File: config.mk
export PLATFORM = sky130hd
export DESIGN_NAME = ocd_decode
export DESIGN_NICKNAME = d
export VERILOG_FILES = /design/src/inc/ocd_pkg.sv /design/src/rtl/ocd_clock_count.sv /design/src/rtl/ocd_decode.sv
export VERILOG_INCLUDE_DIRS = /design/src /design/src/inc
export SDC_FILE = /design/constraint.sdc
export NUM_CORES = 1
export LEC_CHECK = 0
export BUFFER_PORTS_ARGS = -buffer_cell sky130_fd_sc_hd__buf_2
export CORE_ASPECT_RATIO = 0.75
export CORE_MARGIN = 3
export CORE_UTILIZATION = 51
export CTS_CLUSTER_SIZE = 14
export DETAILED_ROUTE_END_ITERATION = 10
export GPL_TIMING_DRIVEN = 0
export MAX_ROUTING_LAYER = met4
export PLACE_DENSITY = 0.77
export REMOVE_ABC_BUFFERS = 1
export SKIP_CTS_REPAIR_TIMING = 1
export SYNTH_ARGS = -nofsm -noshare
export SYNTH_HDL_FRONTEND = slang
export SYNTH_SLANG_ARGS = --single-unit
File: constraint.sdc
create_clock -name ref_clk -period 2.1 [get_ports ref_clk]
set_input_delay 0.105 -clock ref_clk [delete_from_list [all_inputs] [get_ports ref_clk]]
set_output_delay 0.105 -clock ref_clk [all_outputs]
set_load 0.03 [all_outputs]
File: src/inc/ocd_regs.svh
/*
 * timing counts and opcode encodings for the opcode decode and timing block.
 * assumes inclusion by bare name from the design files.
 */
`ifndef OCD_REGS_SVH
`define OCD_REGS_SVH

// ------------------------------------------------------------
// clock rate
// ------------------------------------------------------------
`define OCD_CLK_HZ          40000000

// ------------------------------------------------------------
// opcode encodings
// ------------------------------------------------------------
`define OCD_OP_SEG_FROM_RM  8'h8e
`define OCD_OP_SEG_TO_RM    8'h8c
`define OCD_OP_TABLE        8'hd7
`define OCD_OP_EA_LOAD      8'h8d
`define OCD_OP_FAR_DATA     8'hc5
`define OCD_OP_FAR_EXTRA    8'hc4
`define OCD_OP_FLAGS_TO_AH  8'h9f
`define OCD_OP_AH_TO_FLAGS  8'h9e
`define OCD_OP_PFX_CODE     8'h2e
`define OCD_OP_PFX_STACK    8'h36
`define OCD_OP_PFX_DATA     8'h3e
`define OCD_OP_PFX_EXTRA    8'h26
`define OCD_OP_ASCII_SUM    8'h37
`define OCD_OP_BCD_SUM      8'h27
`define OCD_OP_ASCII_DIFF   8'h3f
`define OCD_OP_BCD_DIFF     8'h2f

// ------------------------------------------------------------
// clock counts (register form / memory form)
// ------------------------------------------------------------
`define OCD_T_SEG_LD_R      7'd2
`define OCD_T_SEG_LD_M      7'd9
`define OCD_T_SEG_ST_R      7'd2
`define OCD_T_SEG_ST_M      7'd11
`define OCD_T_TABLE         7'd11
`define OCD_T_EA_LOAD       7'd6
`define OCD_T_FAR_PTR       7'd18
`define OCD_T_FLAGS_TO_AH   7'd2
`define OCD_T_AH_TO_FLAGS   7'd3
`define OCD_T_PREFIX        7'd2
`define OCD_T_ALU_R         7'd3
`define OCD_T_ALU_M         7'd10
`define OCD_T_IMM_R         7'd4
`define OCD_T_IMM_M         7'd16
`define OCD_T_ACC_B         7'd3
`define OCD_T_ACC_W         7'd4
`define OCD_T_INCDEC_R      7'd3
`define OCD_T_INCDEC_M      7'd15
`define OCD_T_SHORT_INCDEC  7'd3
`define OCD_T_NEG_R         7'd3
`define OCD_T_NEG_M         7'd10
`define OCD_T_ASCII_SUM     7'd8
`define OCD_T_ASCII_DIFF    7'd7
`define OCD_T_BCD_FIX       7'd4
`define OCD_T_MULB_R        7'd26
`define OCD_T_MULW_R        7'd35
`define OCD_T_MULB_M        7'd32
`define OCD_T_MULW_M        7'd41
`define OCD_T_UNKNOWN       7'd1

`endif

File: src/inc/ocd_pkg.sv
/*
 * types shared by the opcode decoder and its issue sequencer.
 * assumes ocd_regs.svh on the include path.
 */
package ocd_pkg;

  // ------------------------------------------------------------
  // operation classes
  // ------------------------------------------------------------
  typedef enum logic [4:0] {
    OCD_NONE,
    OCD_SEG_LOAD,
    OCD_SEG_STORE,
    OCD_TABLE_LOOKUP,
    OCD_EA_LOAD,
    OCD_FAR_DATA,
    OCD_FAR_EXTRA,
    OCD_FLAGS_TO_AH,
    OCD_AH_TO_FLAGS,
    OCD_SEG_PREFIX,
    OCD_SUM,
    OCD_SUM_CARRY,
    OCD_DIFF,
    OCD_DIFF_BORROW,
    OCD_COMPARE,
    OCD_PLUS_ONE,
    OCD_MINUS_ONE,
    OCD_SIGN_CHANGE,
    OCD_ASCII_SUM_FIX,
    OCD_BCD_SUM_FIX,
    OCD_ASCII_DIFF_FIX,
    OCD_BCD_DIFF_FIX,
    OCD_PRODUCT,
    OCD_ILLEGAL
  } ocd_op_t;

  typedef enum logic [1:0] {
    OCD_SEG_EXTRA = 2'h0,
    OCD_SEG_CODE  = 2'h1,
    OCD_SEG_STACK = 2'h2,
    OCD_SEG_DATA  = 2'h3
  } ocd_seg_t;

  // ------------------------------------------------------------
  // instruction bytes offered to the decoder
  // ------------------------------------------------------------
  typedef struct packed {
    logic [7:0] opcode;
    logic [7:0] modrm;
  } ocd_insn_t;

  // ------------------------------------------------------------
  // decoded result
  // ------------------------------------------------------------
  typedef struct packed {
    ocd_op_t    op;
    logic       word;
    logic       reg_dest;
    logic       mem_operand;
    logic       uses_modrm;
    logic       has_imm;
    logic [1:0] imm_bytes;
    logic       store_result;
    logic       carry_in;
    logic [2:0] reg_sel;
    ocd_seg_t   seg;
    logic       seg_override;
    logic [6:0] clocks;
  } ocd_dec_t;

endpackage : ocd_pkg

File: src/rtl/ocd_clock_count.sv
/*
 * down counter that holds the core busy for a decoded instruction's clocks.
 * assumes a nonzero count on each load; runs on ref_clk with sync reset.
 */
`timescale 1ns/1ps
`include "ocd_regs.svh"

module ocd_clock_count
  import ocd_pkg::*;
#(
  parameter int CW = 7
) (
  input  wire logic          ref_clk,   // core clock
  input  wire logic          sys_rst,   // sync reset, high
  input  wire logic          load,      // start a new count
  input  wire logic [CW-1:0] clocks,    // total clocks of the instruction
  output logic               busy,      // counting
  output logic               last       // final clock of the instruction
);

  logic [CW-1:0] cnt_r;
  logic [CW-1:0] cnt_nxt;

  assign cnt_nxt = load ? clocks : ((cnt_r != '0) ? cnt_r - 1'b1 : cnt_r);
  assign busy    = (cnt_r != '0);
  assign last    = (cnt_r == {{(CW-1){1'b0}}, 1'b1});

  always_ff @(posedge ref_clk) begin
    if (sys_rst) begin
      cnt_r <= '0;
    end else begin
      cnt_r <= cnt_nxt;
    end
  end

endmodule : ocd_clock_count

File: src/rtl/ocd_decode.sv
/*
 * opcode decoder and clock-count sequencer for the data-transfer and first
 * arithmetic group. assumes opcode and modrm are offered together with
 * insn_valid, the queue is prefilled and no wait states occur.
 */
`timescale 1ns/1ps
`include "ocd_regs.svh"

module ocd_decode
  import ocd_pkg::*;
(
  input  wire logic      ref_clk,     // core clock, 40 MHz
  input  wire logic      sys_rst,     // sync reset, high
  input  wire logic      insn_valid,  // opcode and modrm offered
  input  ocd_insn_t      insn,        // opcode and modrm bytes
  output logic           insn_ready,  // decoder can take an instruction
  output ocd_dec_t       dec,         // registered decode of taken insn
  output logic           dec_valid,   // one-cycle pulse the cycle after take
  output logic           exec_busy,   // instruction clocks running
  output logic           exec_done,   // one-cycle pulse on last clock
  output ocd_seg_t       pend_seg,    // pending override segment
  output logic           pend_ovr     // override pending for next insn
);

  // ------------------------------------------------------------
  // field extraction
  // ------------------------------------------------------------
  wire [7:0] op      = insn.opcode;
  wire [1:0] md      = insn.modrm[7:6];
  wire [2:0] mid     = insn.modrm[5:3];
  wire [2:0] rm      = insn.modrm[2:0];
  wire       is_mem  = (md != 2'b11);
  wire       w_bit   = op[0];
  wire       d_bit   = op[1];

  wire take;
  wire cnt_busy;
  wire cnt_last;
  ocd_dec_t d;

  wire grp_rm_sum    = (op[7:2] == 6'b000000);
  wire grp_rm_adc    = (op[7:2] == 6'b000100);
  wire grp_rm_sub    = (op[7:2] == 6'b001010);
  wire grp_rm_sbb    = (op[7:2] == 6'b000110);
  wire grp_rm_cmp    = (op[7:2] == 6'b001110);
  wire grp_imm_rm    = (op[7:2] == 6'b100000);
  wire grp_acc       = (op[7:6] == 2'b00) && (op[2:1] == 2'b10);
  wire grp_incdec    = (op[7:1] == 7'b1111111);
  wire grp_unary     = (op[7:1] == 7'b1111011);
  wire grp_short_inc = (op[7:3] == 5'b01000);
  wire grp_short_dec = (op[7:3] == 5'b01001);

  // ------------------------------------------------------------
  // combinational decode
  // ------------------------------------------------------------
  always_comb begin
    d              = '0;
    d.op           = OCD_ILLEGAL;
    d.word         = w_bit;
    d.reg_dest     = d_bit;
    d.reg_sel      = mid;
    d.seg          = pend_seg;
    d.seg_override = pend_ovr;
    d.clocks       = `OCD_T_UNKNOWN;
    if (grp_rm_sum || grp_rm_adc || grp_rm_sub || grp_rm_sbb || grp_rm_cmp) begin
      d.uses_modrm   = 1'b1;
      d.mem_operand  = is_mem;
      d.store_result = !grp_rm_cmp;
      d.clocks       = is_mem ? `OCD_T_ALU_M : `OCD_T_ALU_R;
      if (grp_rm_sum) begin
        d.op = OCD_SUM;
      end else if (grp_rm_adc) begin
        d.op       = OCD_SUM_CARRY;
        d.carry_in = 1'b1;
      end else if (grp_rm_sub) begin
        d.op = OCD_DIFF;
      end else if (grp_rm_sbb) begin
        d.op       = OCD_DIFF_BORROW;
        d.carry_in = 1'b1;
      end else begin
        d.op = OCD_COMPARE;
      end
    end else if (grp_imm_rm) begin
      d.uses_modrm   = 1'b1;
      d.mem_operand  = is_mem;
      d.has_imm      = 1'b1;
      d.reg_dest     = 1'b0;
      d.reg_sel      = rm;
      d.imm_bytes    = (op[1:0] == 2'b01) ? 2'd2 : 2'd1;
      d.store_result = 1'b1;
      d.clocks       = is_mem ? `OCD_T_IMM_M : `OCD_T_IMM_R;
      case (mid)
        3'b000: d.op = OCD_SUM;
        3'b010: begin
          d.op       = OCD_SUM_CARRY;
          d.carry_in = 1'b1;
        end
        3'b101: d.op = OCD_DIFF;
        3'b011: begin
          d.op       = OCD_DIFF_BORROW;
          d.carry_in = 1'b1;
        end
        3'b111: begin
          d.op           = OCD_COMPARE;
          d.store_result = 1'b0;
          d.clocks       = is_mem ? `OCD_T_ALU_M : `OCD_T_ALU_R;
        end
        default: begin
          d.op     = OCD_ILLEGAL;
          d.clocks = `OCD_T_UNKNOWN;
        end
      endcase
    end else if (grp_acc && op[5:3] != 3'b100 && op[5:3] != 3'b001 && op[5:3] != 3'b101
                 && op[5:3] != 3'b110 && op[5:3] != 3'b100) begin
      d.has_imm      = 1'b1;
      d.imm_bytes    = w_bit ? 2'd2 : 2'd1;
      d.reg_dest     = 1'b1;
      d.reg_sel      = 3'b000;
      d.store_result = (op[5:3] != 3'b111);
      d.clocks       = w_bit ? `OCD_T_ACC_W : `OCD_T_ACC_B;
      case (op[5:3])
        3'b000: d.op = OCD_SUM;
        3'b010: begin
          d.op       = OCD_SUM_CARRY;
          d.carry_in = 1'b1;
        end
        3'b011: begin
          d.op       = OCD_DIFF_BORROW;
          d.carry_in = 1'b1;
        end
        3'b111: d.op = OCD_COMPARE;
        default: d.op = OCD_ILLEGAL;
      endcase
    end else if (op == 8'h2c || op == 8'h2d) begin
      d.op           = OCD_DIFF;
      d.has_imm      = 1'b1;
      d.imm_bytes    = w_bit ? 2'd2 : 2'd1;
      d.reg_dest     = 1'b1;
      d.reg_sel      = 3'b000;
      d.store_result = 1'b1;
      d.clocks       = w_bit ? `OCD_T_ACC_W : `OCD_T_ACC_B;
    end else if (grp_incdec && (mid == 3'b000 || mid == 3'b001)) begin
      d.op           = (mid == 3'b000) ? OCD_PLUS_ONE : OCD_MINUS_ONE;
      d.uses_modrm   = 1'b1;
      d.mem_operand  = is_mem;
      d.reg_dest     = 1'b0;
      d.reg_sel      = rm;
      d.store_result = 1'b1;
      d.clocks       = is_mem ? `OCD_T_INCDEC_M : `OCD_T_INCDEC_R;
    end else if (grp_short_inc || grp_short_dec) begin
      d.op           = grp_short_inc ? OCD_PLUS_ONE : OCD_MINUS_ONE;
      d.word         = 1'b1;
      d.reg_dest     = 1'b1;
      d.reg_sel      = op[2:0];
      d.store_result = 1'b1;
      d.clocks       = `OCD_T_SHORT_INCDEC;
    end else if (grp_unary && mid == 3'b011) begin
      d.op           = OCD_SIGN_CHANGE;
      d.uses_modrm   = 1'b1;
      d.mem_operand  = is_mem;
      d.reg_dest     = 1'b0;
      d.reg_sel      = rm;
      d.store_result = 1'b1;
      d.clocks       = is_mem ? `OCD_T_NEG_M : `OCD_T_NEG_R;
    end else if (grp_unary && mid == 3'b100) begin
      d.op           = OCD_PRODUCT;
      d.uses_modrm   = 1'b1;
      d.mem_operand  = is_mem;
      d.reg_sel      = rm;
      d.store_result = 1'b1;
      case ({is_mem, w_bit})
        2'b00:   d.clocks = `OCD_T_MULB_R;
        2'b01:   d.clocks = `OCD_T_MULW_R;
        2'b10:   d.clocks = `OCD_T_MULB_M;
        default: d.clocks = `OCD_T_MULW_M;
      endcase
    end else begin
      case (op)
        `OCD_OP_SEG_FROM_RM: begin
          d.op          = OCD_SEG_LOAD;
          d.uses_modrm  = 1'b1;
          d.mem_operand = is_mem;
          d.word        = 1'b1;
          d.clocks      = is_mem ? `OCD_T_SEG_LD_M : `OCD_T_SEG_LD_R;
        end
        `OCD_OP_SEG_TO_RM: begin
          d.op           = OCD_SEG_STORE;
          d.uses_modrm   = 1'b1;
          d.mem_operand  = is_mem;
          d.word         = 1'b1;
          d.store_result = 1'b1;
          d.clocks       = is_mem ? `OCD_T_SEG_ST_M : `OCD_T_SEG_ST_R;
        end
        `OCD_OP_TABLE: begin
          d.op           = OCD_TABLE_LOOKUP;
          d.mem_operand  = 1'b1;
          d.word         = 1'b0;
          d.reg_sel      = 3'b000;
          d.store_result = 1'b1;
          d.clocks       = `OCD_T_TABLE;
        end
        `OCD_OP_EA_LOAD: begin
          d.uses_modrm   = 1'b1;
          d.word         = 1'b1;
          d.reg_dest     = 1'b1;
          d.store_result = is_mem;
          d.op           = is_mem ? OCD_EA_LOAD : OCD_ILLEGAL;
          d.clocks       = is_mem ? `OCD_T_EA_LOAD : `OCD_T_UNKNOWN;
        end
        `OCD_OP_FAR_DATA, `OCD_OP_FAR_EXTRA: begin
          d.uses_modrm   = 1'b1;
          d.mem_operand  = is_mem;
          d.word         = 1'b1;
          d.reg_dest     = 1'b1;
          d.store_result = is_mem;
          d.op           = !is_mem ? OCD_ILLEGAL : (op[0] ? OCD_FAR_DATA : OCD_FAR_EXTRA);
          d.clocks       = is_mem ? `OCD_T_FAR_PTR : `OCD_T_UNKNOWN;
        end
        `OCD_OP_FLAGS_TO_AH: begin
          d.op           = OCD_FLAGS_TO_AH;
          d.word         = 1'b0;
          d.reg_sel      = 3'b100;
          d.store_result = 1'b1;
          d.clocks       = `OCD_T_FLAGS_TO_AH;
        end
        `OCD_OP_AH_TO_FLAGS: begin
          d.op      = OCD_AH_TO_FLAGS;
          d.word    = 1'b0;
          d.reg_sel = 3'b100;
          d.clocks  = `OCD_T_AH_TO_FLAGS;
        end
        `OCD_OP_PFX_CODE, `OCD_OP_PFX_STACK, `OCD_OP_PFX_DATA, `OCD_OP_PFX_EXTRA: begin
          d.op     = OCD_SEG_PREFIX;
          d.seg    = ocd_seg_t'(op[4:3]);
          d.clocks = `OCD_T_PREFIX;
        end
        `OCD_OP_ASCII_SUM: begin
          d.op     = OCD_ASCII_SUM_FIX;
          d.clocks = `OCD_T_ASCII_SUM;
        end
        `OCD_OP_BCD_SUM: begin
          d.op     = OCD_BCD_SUM_FIX;
          d.clocks = `OCD_T_BCD_FIX;
        end
        `OCD_OP_ASCII_DIFF: begin
          d.op     = OCD_ASCII_DIFF_FIX;
          d.clocks = `OCD_T_ASCII_DIFF;
        end
        `OCD_OP_BCD_DIFF: begin
          d.op     = OCD_BCD_DIFF_FIX;
          d.clocks = `OCD_T_BCD_FIX;
        end
        default: begin
          d.op     = OCD_ILLEGAL;
          d.clocks = `OCD_T_UNKNOWN;
        end
      endcase
    end
  end

  // ------------------------------------------------------------
  // issue and override tracking
  // ------------------------------------------------------------
  assign insn_ready = !cnt_busy || cnt_last;
  assign take       = insn_valid && insn_ready;
  assign exec_busy  = cnt_busy;
  assign exec_done  = cnt_last;

  ocd_seg_t seg_r;
  logic     ovr_r;
  assign pend_seg = seg_r;
  assign pend_ovr = ovr_r;

  always_ff @(posedge ref_clk) begin
    if (sys_rst) begin
      dec       <= '0;
      dec_valid <= 1'b0;
      seg_r     <= OCD_SEG_DATA;
      ovr_r     <= 1'b0;
    end else begin
      dec_valid <= take;
      if (take) begin
        dec <= d;
      end
      if (take) begin
        ovr_r <= (d.op == OCD_SEG_PREFIX);
        seg_r <= (d.op == OCD_SEG_PREFIX) ? d.seg : OCD_SEG_DATA;
      end
    end
  end

  ocd_clock_count #(
    .CW (7)
  ) u_count (
    .ref_clk (ref_clk),
    .sys_rst (sys_rst),
    .load    (take),
    .clocks  (d.clocks),
    .busy    (cnt_busy),
    .last    (cnt_last)
  );

endmodule : ocd_decode
# ---- After elaboration in Yosys (flattened, before gate mapping)
# Index checks and enable logic that the tools add are counted.
dict set report op_classes {
  reduce_logical 40
  n_eq_ne 48
  mux 112
  n_addsub 1
}
# cell count
set ops {}
lappend ops {{8-bit by 6-bit equality test with 1-bit output (second input constant)} 10}
lappend ops {{7-bit 2-to-1 mux} 11}
lappend ops {{5-bit 2-to-1 mux} 14}
lappend ops {{8-bit equality test (second input constant)} 8}
lappend ops {{3-bit 2-to-1 mux} 20}
lappend ops {{5-bit one-hot mux with 12 select lines} 1}
lappend ops {{2-bit 2-to-1 mux} 29}
lappend ops {{5-bit one-hot mux with 10 select lines} 1}
lappend ops {{5-bit one-hot mux with 5 select lines} 1}
lappend ops {{1-bit 2-to-1 mux} 22}
lappend ops {{4-bit 2-to-1 mux} 5}
lappend ops {{5-bit one-hot mux with 4 select lines} 1}
lappend ops {{6-bit one-hot mux with 3 select lines} 1}
lappend ops {{5-bit by 4-bit equality test with 1-bit output (second input constant)} 3}
lappend ops {{7-bit equality test (second input constant)} 2}
lappend ops {{3-bit by 2-bit equality test with 1-bit output (second input constant)} 4}
lappend ops {{3-bit equality test (second input constant)} 4}
lappend ops {{6-bit by 3-bit equality test with 1-bit output (second input constant)} 2}
lappend ops {{6-bit by 4-bit equality test with 1-bit output (second input constant)} 2}
lappend ops {{3-bit inequality test (second input constant)} 4}
lappend ops {{4-bit OR reduction} 3}
lappend ops {{11-bit 2-to-1 mux} 1}
lappend ops {{1-bit logical AND} 10}
lappend ops {{5-bit one-hot mux with 2 select lines} 1}
lappend ops {{20 further kinds} 41}
dict set report word_totals {
  elab_cells 218
  inputBits 19
  out_inout_bits 34
  register_bits 38
}

# ---- Depth between registers and ports, before layout
dict set report depth {
  depth_word 26
  mapped_depth 10
  ltp_nobuf 9
}

# ---- By module
# A second synthesis with hierarchy kept.
dict set report unflattened {
  cells_unflattened 389
  hier_area_um2 2877.8
}
# module area_each_um2 n_inst cells_each seq_area_each_um2
set by_module_without_submodules {}
lappend by_module_without_submodules {ocd_decode 2428.6 1 338 600.6}
lappend by_module_without_submodules {ocd_clock_count 449.2 1 51 140.1}

# ---- Worst setup path before layout
# OpenSTA, ideal clock, no wires.
dict set report synth_timing {
  path_kind {flip-flop to flip-flop}
  from {register u_count.cnt_r[2]}
  to {register dec[8] (netlist bit)}
  setup_ns 0.086
  period_less_slack_ns 2.102
  required_time_ns 2.014
  stages_incl_launch_ff 9
  arrival_time_ns 2.017
  n_path_buf 2
  slack_ns -0.002
  path_cell_list {dfxtp_1 -> nor2_1 -> nor4b_2 -> nand2_1 -> a21boi_0 -> buf_2 -> buf_2 -> nor2_1 -> a211oi_1}
}
dict set report synth_between {
  elab_chain_len 4
  elab_cells_between_ends 5
  classes_between {1 x eq/ne; 4 x reduce/logical}
}
# element line_no
set synth_lines {}
lappend synth_lines {{start, declared} ocd_clock_count.sv:21} ;# logic [CW-1:0] cnt_r;
lappend synth_lines {{start signal, assigned} ocd_clock_count.sv:32} ;# cnt_r <= cnt_nxt;
lappend synth_lines {{7-bit nonzero test} ocd_clock_count.sv:25} ;# assign busy = (cnt_r != '0);
lappend synth_lines {{named net exec_busy} ocd_decode.sv:19} ;# output logic exec_busy,
lappend synth_lines {{1-bit logical NOT} ocd_decode.sv:264} ;# assign insn_ready = !cnt_busy || cnt_last;
lappend synth_lines {{1-bit logical OR} ocd_decode.sv:264}
lappend synth_lines {{1-bit logical AND} ocd_decode.sv:265} ;# assign take = insn_valid && insn_ready;
lappend synth_lines {{end signal, assigned} ocd_decode.sv:276} ;# dec <= '0;
lappend synth_lines {{end signal, assigned} ocd_decode.sv:283} ;# dec <= d;
lappend synth_lines {{end, declared} ocd_decode.sv:17} ;# output ocd_dec_t dec,
# The timed path passes the listed nets, and every way through them passes these cells.
# A chain may end at the register's enable or synchronous reset.

# ---- Worst setup path in the final report
dict set report layout_timing {
  from {register u_count.cnt_r[3]}
  to {register dec[1] (netlist bit)}
}
dict set report layout_between {
  elab_chain_len 4
  elab_cells_between_ends 5
  classes_between {1 x eq/ne; 4 x reduce/logical}
}
# element line_no
set layout_lines {}
lappend layout_lines {{7-bit nonzero test} ocd_clock_count.sv:25}
lappend layout_lines {{1-bit logical NOT} ocd_decode.sv:264}
lappend layout_lines {{1-bit logical OR *} ocd_decode.sv:264}
lappend layout_lines {{1-bit logical AND *} ocd_decode.sv:265}
# Mark *: on every way between the ends. The rest lies on a longest branch, timed or not.

==> metrics.cfg <==
[run_status]
status=finished with violations
violations=setup timing

[sta]
worstMarginPinSlew_ps=936
finalSetupTns_ps=-32.9
setup_violations=2
timing.max_slew.rel_slack_pct=37.1
timing_max_transition_violations_final=0
max_freq_mhz=472
post-route-period-util_pct=101
finalWorstSetupSlack_ps=-18.2
hold_ws_ps=110
clock-skew-final_ps=8.46
finalHoldViolations=0
timing.final.crit_period_ps=2120

[critical_path]
crit_arrival_ps=2270
worstSetupStartpointType=register
timing.rr.start=u_count.cnt_r[3]
timing.critical_path.required_ps=2250
timing.critical_path.slowest_cell_delay_ps=360
cpLargestDelayFamily=simple AND/OR/NAND/NOR gates
regToRegSetupSlack_ps=-20
rr_worst_depth=9
critical_path.cell_chain=nor2_4 > nor4b_4 > o211ai_1 > buf_4 > buf_4 > nor2_4 > nand2_1 > a21oi_2 > nor3_1
critical_path_buf_inv_count=2
worst-path-max-fanout=14
timing.setup.critical_path_class=register to register
worst-path-stages=9
worstReg2RegEnd=dec[1]
critical_path.slowest_cell=sky130_fd_sc_hd__dfxtp_2
critPathCaptureType=register

[routing]
antenna_left=0
post_drt_wl_per_cell_um=20.1
drt_pre_antenna_iters=7
drt-total-wl_um=10400
drt-vias-per-instance=6.62
drt-initial-drc-count=462
drc=0
via_count=3423

[clocking]
number_of_buffers_inserted_during_clock_tree_synthesis=5
ctsRootBufferMaster=sky130_fd_sc_hd__clkbuf_8
clock_latency_ps=290
cts.reportedPaths.clkPinSlew_ps=80
htreeDepth=2
cts_buffer_depth=2
cts_sinks=37
tritoncts=yes

[synthesis]
synthSimpleGateAreaFrac_pct=34.9
yosys.area.top_type=sky130_fd_sc_hd__dfxtp_1
synth_top_family_by_area=simple AND/OR/NAND/NOR gates
post_synth_inst_count=400
distinct_cells_synth=73
synth_largest_type_area_fraction_pct=25.8
ys_warn_count=0
synthXorXnorAreaFrac_pct=1.83
ys_ff_latch=37
syn_avg_cell_area_sq_um=7.17
post_synth_edffs=0
dominantRegCellSynth=sky130_fd_sc_hd__dfxtp_1
synth.area.mux_share_pct=0.698
asr_flop_ratio_synth_pct=0
top_area_cells_in_the_synthesized_netlist=sky130_fd_sc_hd__dfxtp_1 (26%), sky130_fd_sc_hd__nand2_1 (6.2%), sky130_fd_sc_hd__nor2_1 (6.2%), sky130_fd_sc_hd__a21oi_1 (4.9%), sky130_fd_sc_hd__nor3_1 (4.4%)
yosys.area_share.adder_pct=3.40
synth_compound_area_share_pct=27.1
synth-seq-area-share_pct=25.8
synth_area_sq_um=2870

[global_routing]
gr-total-overflow=0
maximum_number_of_pins_on_one_net_before_global_route_repair=29
grt_first_pass_wirelength_um=15800
total_global_route_track_usage_pct=31.0
number_of_global_route_vias_before_repair=3002
antenna_violations_before_repair=0

[floorplan]
num_rows=22
effective_utilization_at_floorplan_pct=55.7
die-height_um=70.9
io_pins=53
coreArea_sq_um=5150
dieWidth_um=92.6
fp.dieArea_sq_um=6570

[hold_path]
min_delay_worst_endpoint=dec[10]
min_path_type=input pin to register
holdPathStages=3
hold_path.startpoint=insn[0]

[layout]
insertedDiodeCount=0
fill_cells=466
flow.area_growth_from_synthesis_pct=21.0
layout_commonest_cell=sky130_fd_sc_hd__buf_2
final_layout_size_suffix_gt1_share_pct=26.1
finalInstanceArea_sq_um=3470
most-common-layout-cells=sky130_fd_sc_hd__buf_2 (46), sky130_fd_sc_hd__nand2_1 (45), sky130_fd_sc_hd__nor2_1 (45)
nNetsFinal=470

[pwr]
power.total_mw=3.57
vdd_drop_max_mv=0.775
power.leakage_nw=1.39
power_density_nw_per_um2=1030

[placement]
dp_hpwl_um=7580
post_dp_cell_area_sq_um=3120
post-place-ws_ps=-595
port-buffer-count=51
gpl.final_weighted_congestion=1.02

[job]
cap_viol_max_count=0

-- where the power goes --
group          switching (mW)  internal, mW  total [mW]
Combinational            1.30         0.742        2.04
Clock                   0.261         0.229       0.490
Sequential              0.134         0.904        1.04
-- sequential cells by signal (all words and copies together) (netlist names) --
name	flops
dec_valid	1
dec	26
u_count.cnt_r	7
pend_ovr	1
pend_seg	2
-- layer usage --
layer	GRT usage (%)	routed length, um
met1	44.5	4450
met2	46.6	4590
met3	5.21	1210
met4	5.11	165
met5	-	0
-- synthesized netlist by cell type, types with 4 or more instances --
master,number
sky130_fd_sc_hd__nand2_1,47
sky130_fd_sc_hd__nor2_1,47
sky130_fd_sc_hd__dfxtp_1,37
sky130_fd_sc_hd__a21oi_1,28
sky130_fd_sc_hd__nor3_1,25
sky130_fd_sc_hd__o21ai_0,23
sky130_fd_sc_hd__clkbuf_1,18
sky130_fd_sc_hd__a211oi_1,13
sky130_fd_sc_hd__nand3_1,11
sky130_fd_sc_hd__or3_1,11
sky130_fd_sc_hd__inv_1,10
sky130_fd_sc_hd__buf_2,8
sky130_fd_sc_hd__ha_1,7
sky130_fd_sc_hd__nor4_1,7
sky130_fd_sc_hd__nand4_1,6
sky130_fd_sc_hd__a311oi_1,5
sky130_fd_sc_hd__nand2b_1,5
sky130_fd_sc_hd__nand3b_1,5
sky130_fd_sc_hd__or2_2,5
sky130_fd_sc_hd__a31oi_1,4
sky130_fd_sc_hd__and2_1,4
sky130_fd_sc_hd__xor2_1,4
-- worst min-delay path, stage by stage --
cell,delay [ps]
sky130_fd_sc_hd__buf_2,90
sky130_fd_sc_hd__o21ai_0,60
sky130_fd_sc_hd__a311oi_1,90
-- cells by family (layout without fill, tap and decap cells) --
kind of cell             count (synthesis)  in the layout
buffers and inverters                   40             85
adder cells (fa/ha/maj)                  8              8
XOR/XNOR                                 6              6
flip-flops                              37             37
AND/OR/NAND/NOR                        194            194
multiplexers                             2              2
AO/OA/AOI/OAI                          112            112
other                                    1              1
-- per-stage QoR --
stage | instances | utilization [%]
final | 517 | 67.4
after global routing | 517 | 67.4
after CTS | 505 | 62.3
after detailed placement | 497 | 60.6
after global placement | 493 | 59.7
after floorplan | 370 | -
-- cell type report --
cell class                 count  area, sq um  area share (%)
clock buffer                   5         68.8            1.98
clock inverter                 3         17.5           0.505
inverter                      10         37.5            1.08
multi-input combinational    323         2110            60.9
sequential                    37          743            21.4
tap                           72         90.1            2.60
timing repair buffer          67          399            11.5
-- how the worst max path moves through the flow --
stage / startpoint / endpoint / slack [ps]
5_1_grt: u_count.cnt_r[3] / dec[1] / -70
4_1_cts: u_count.cnt_r[2] / dec[21] / -590
6_report: u_count.cnt_r[3] / dec[1] / -20
2_1_floorplan: u_count.cnt_r[2] / dec[12] / -1510
3_3_place_gp: u_count.cnt_r[2] / dec[12] / -2440
3_5_place_dp: u_count.cnt_r[2] / dec[21] / -600
No activity file was read; power rests on OpenSTA's default activity.
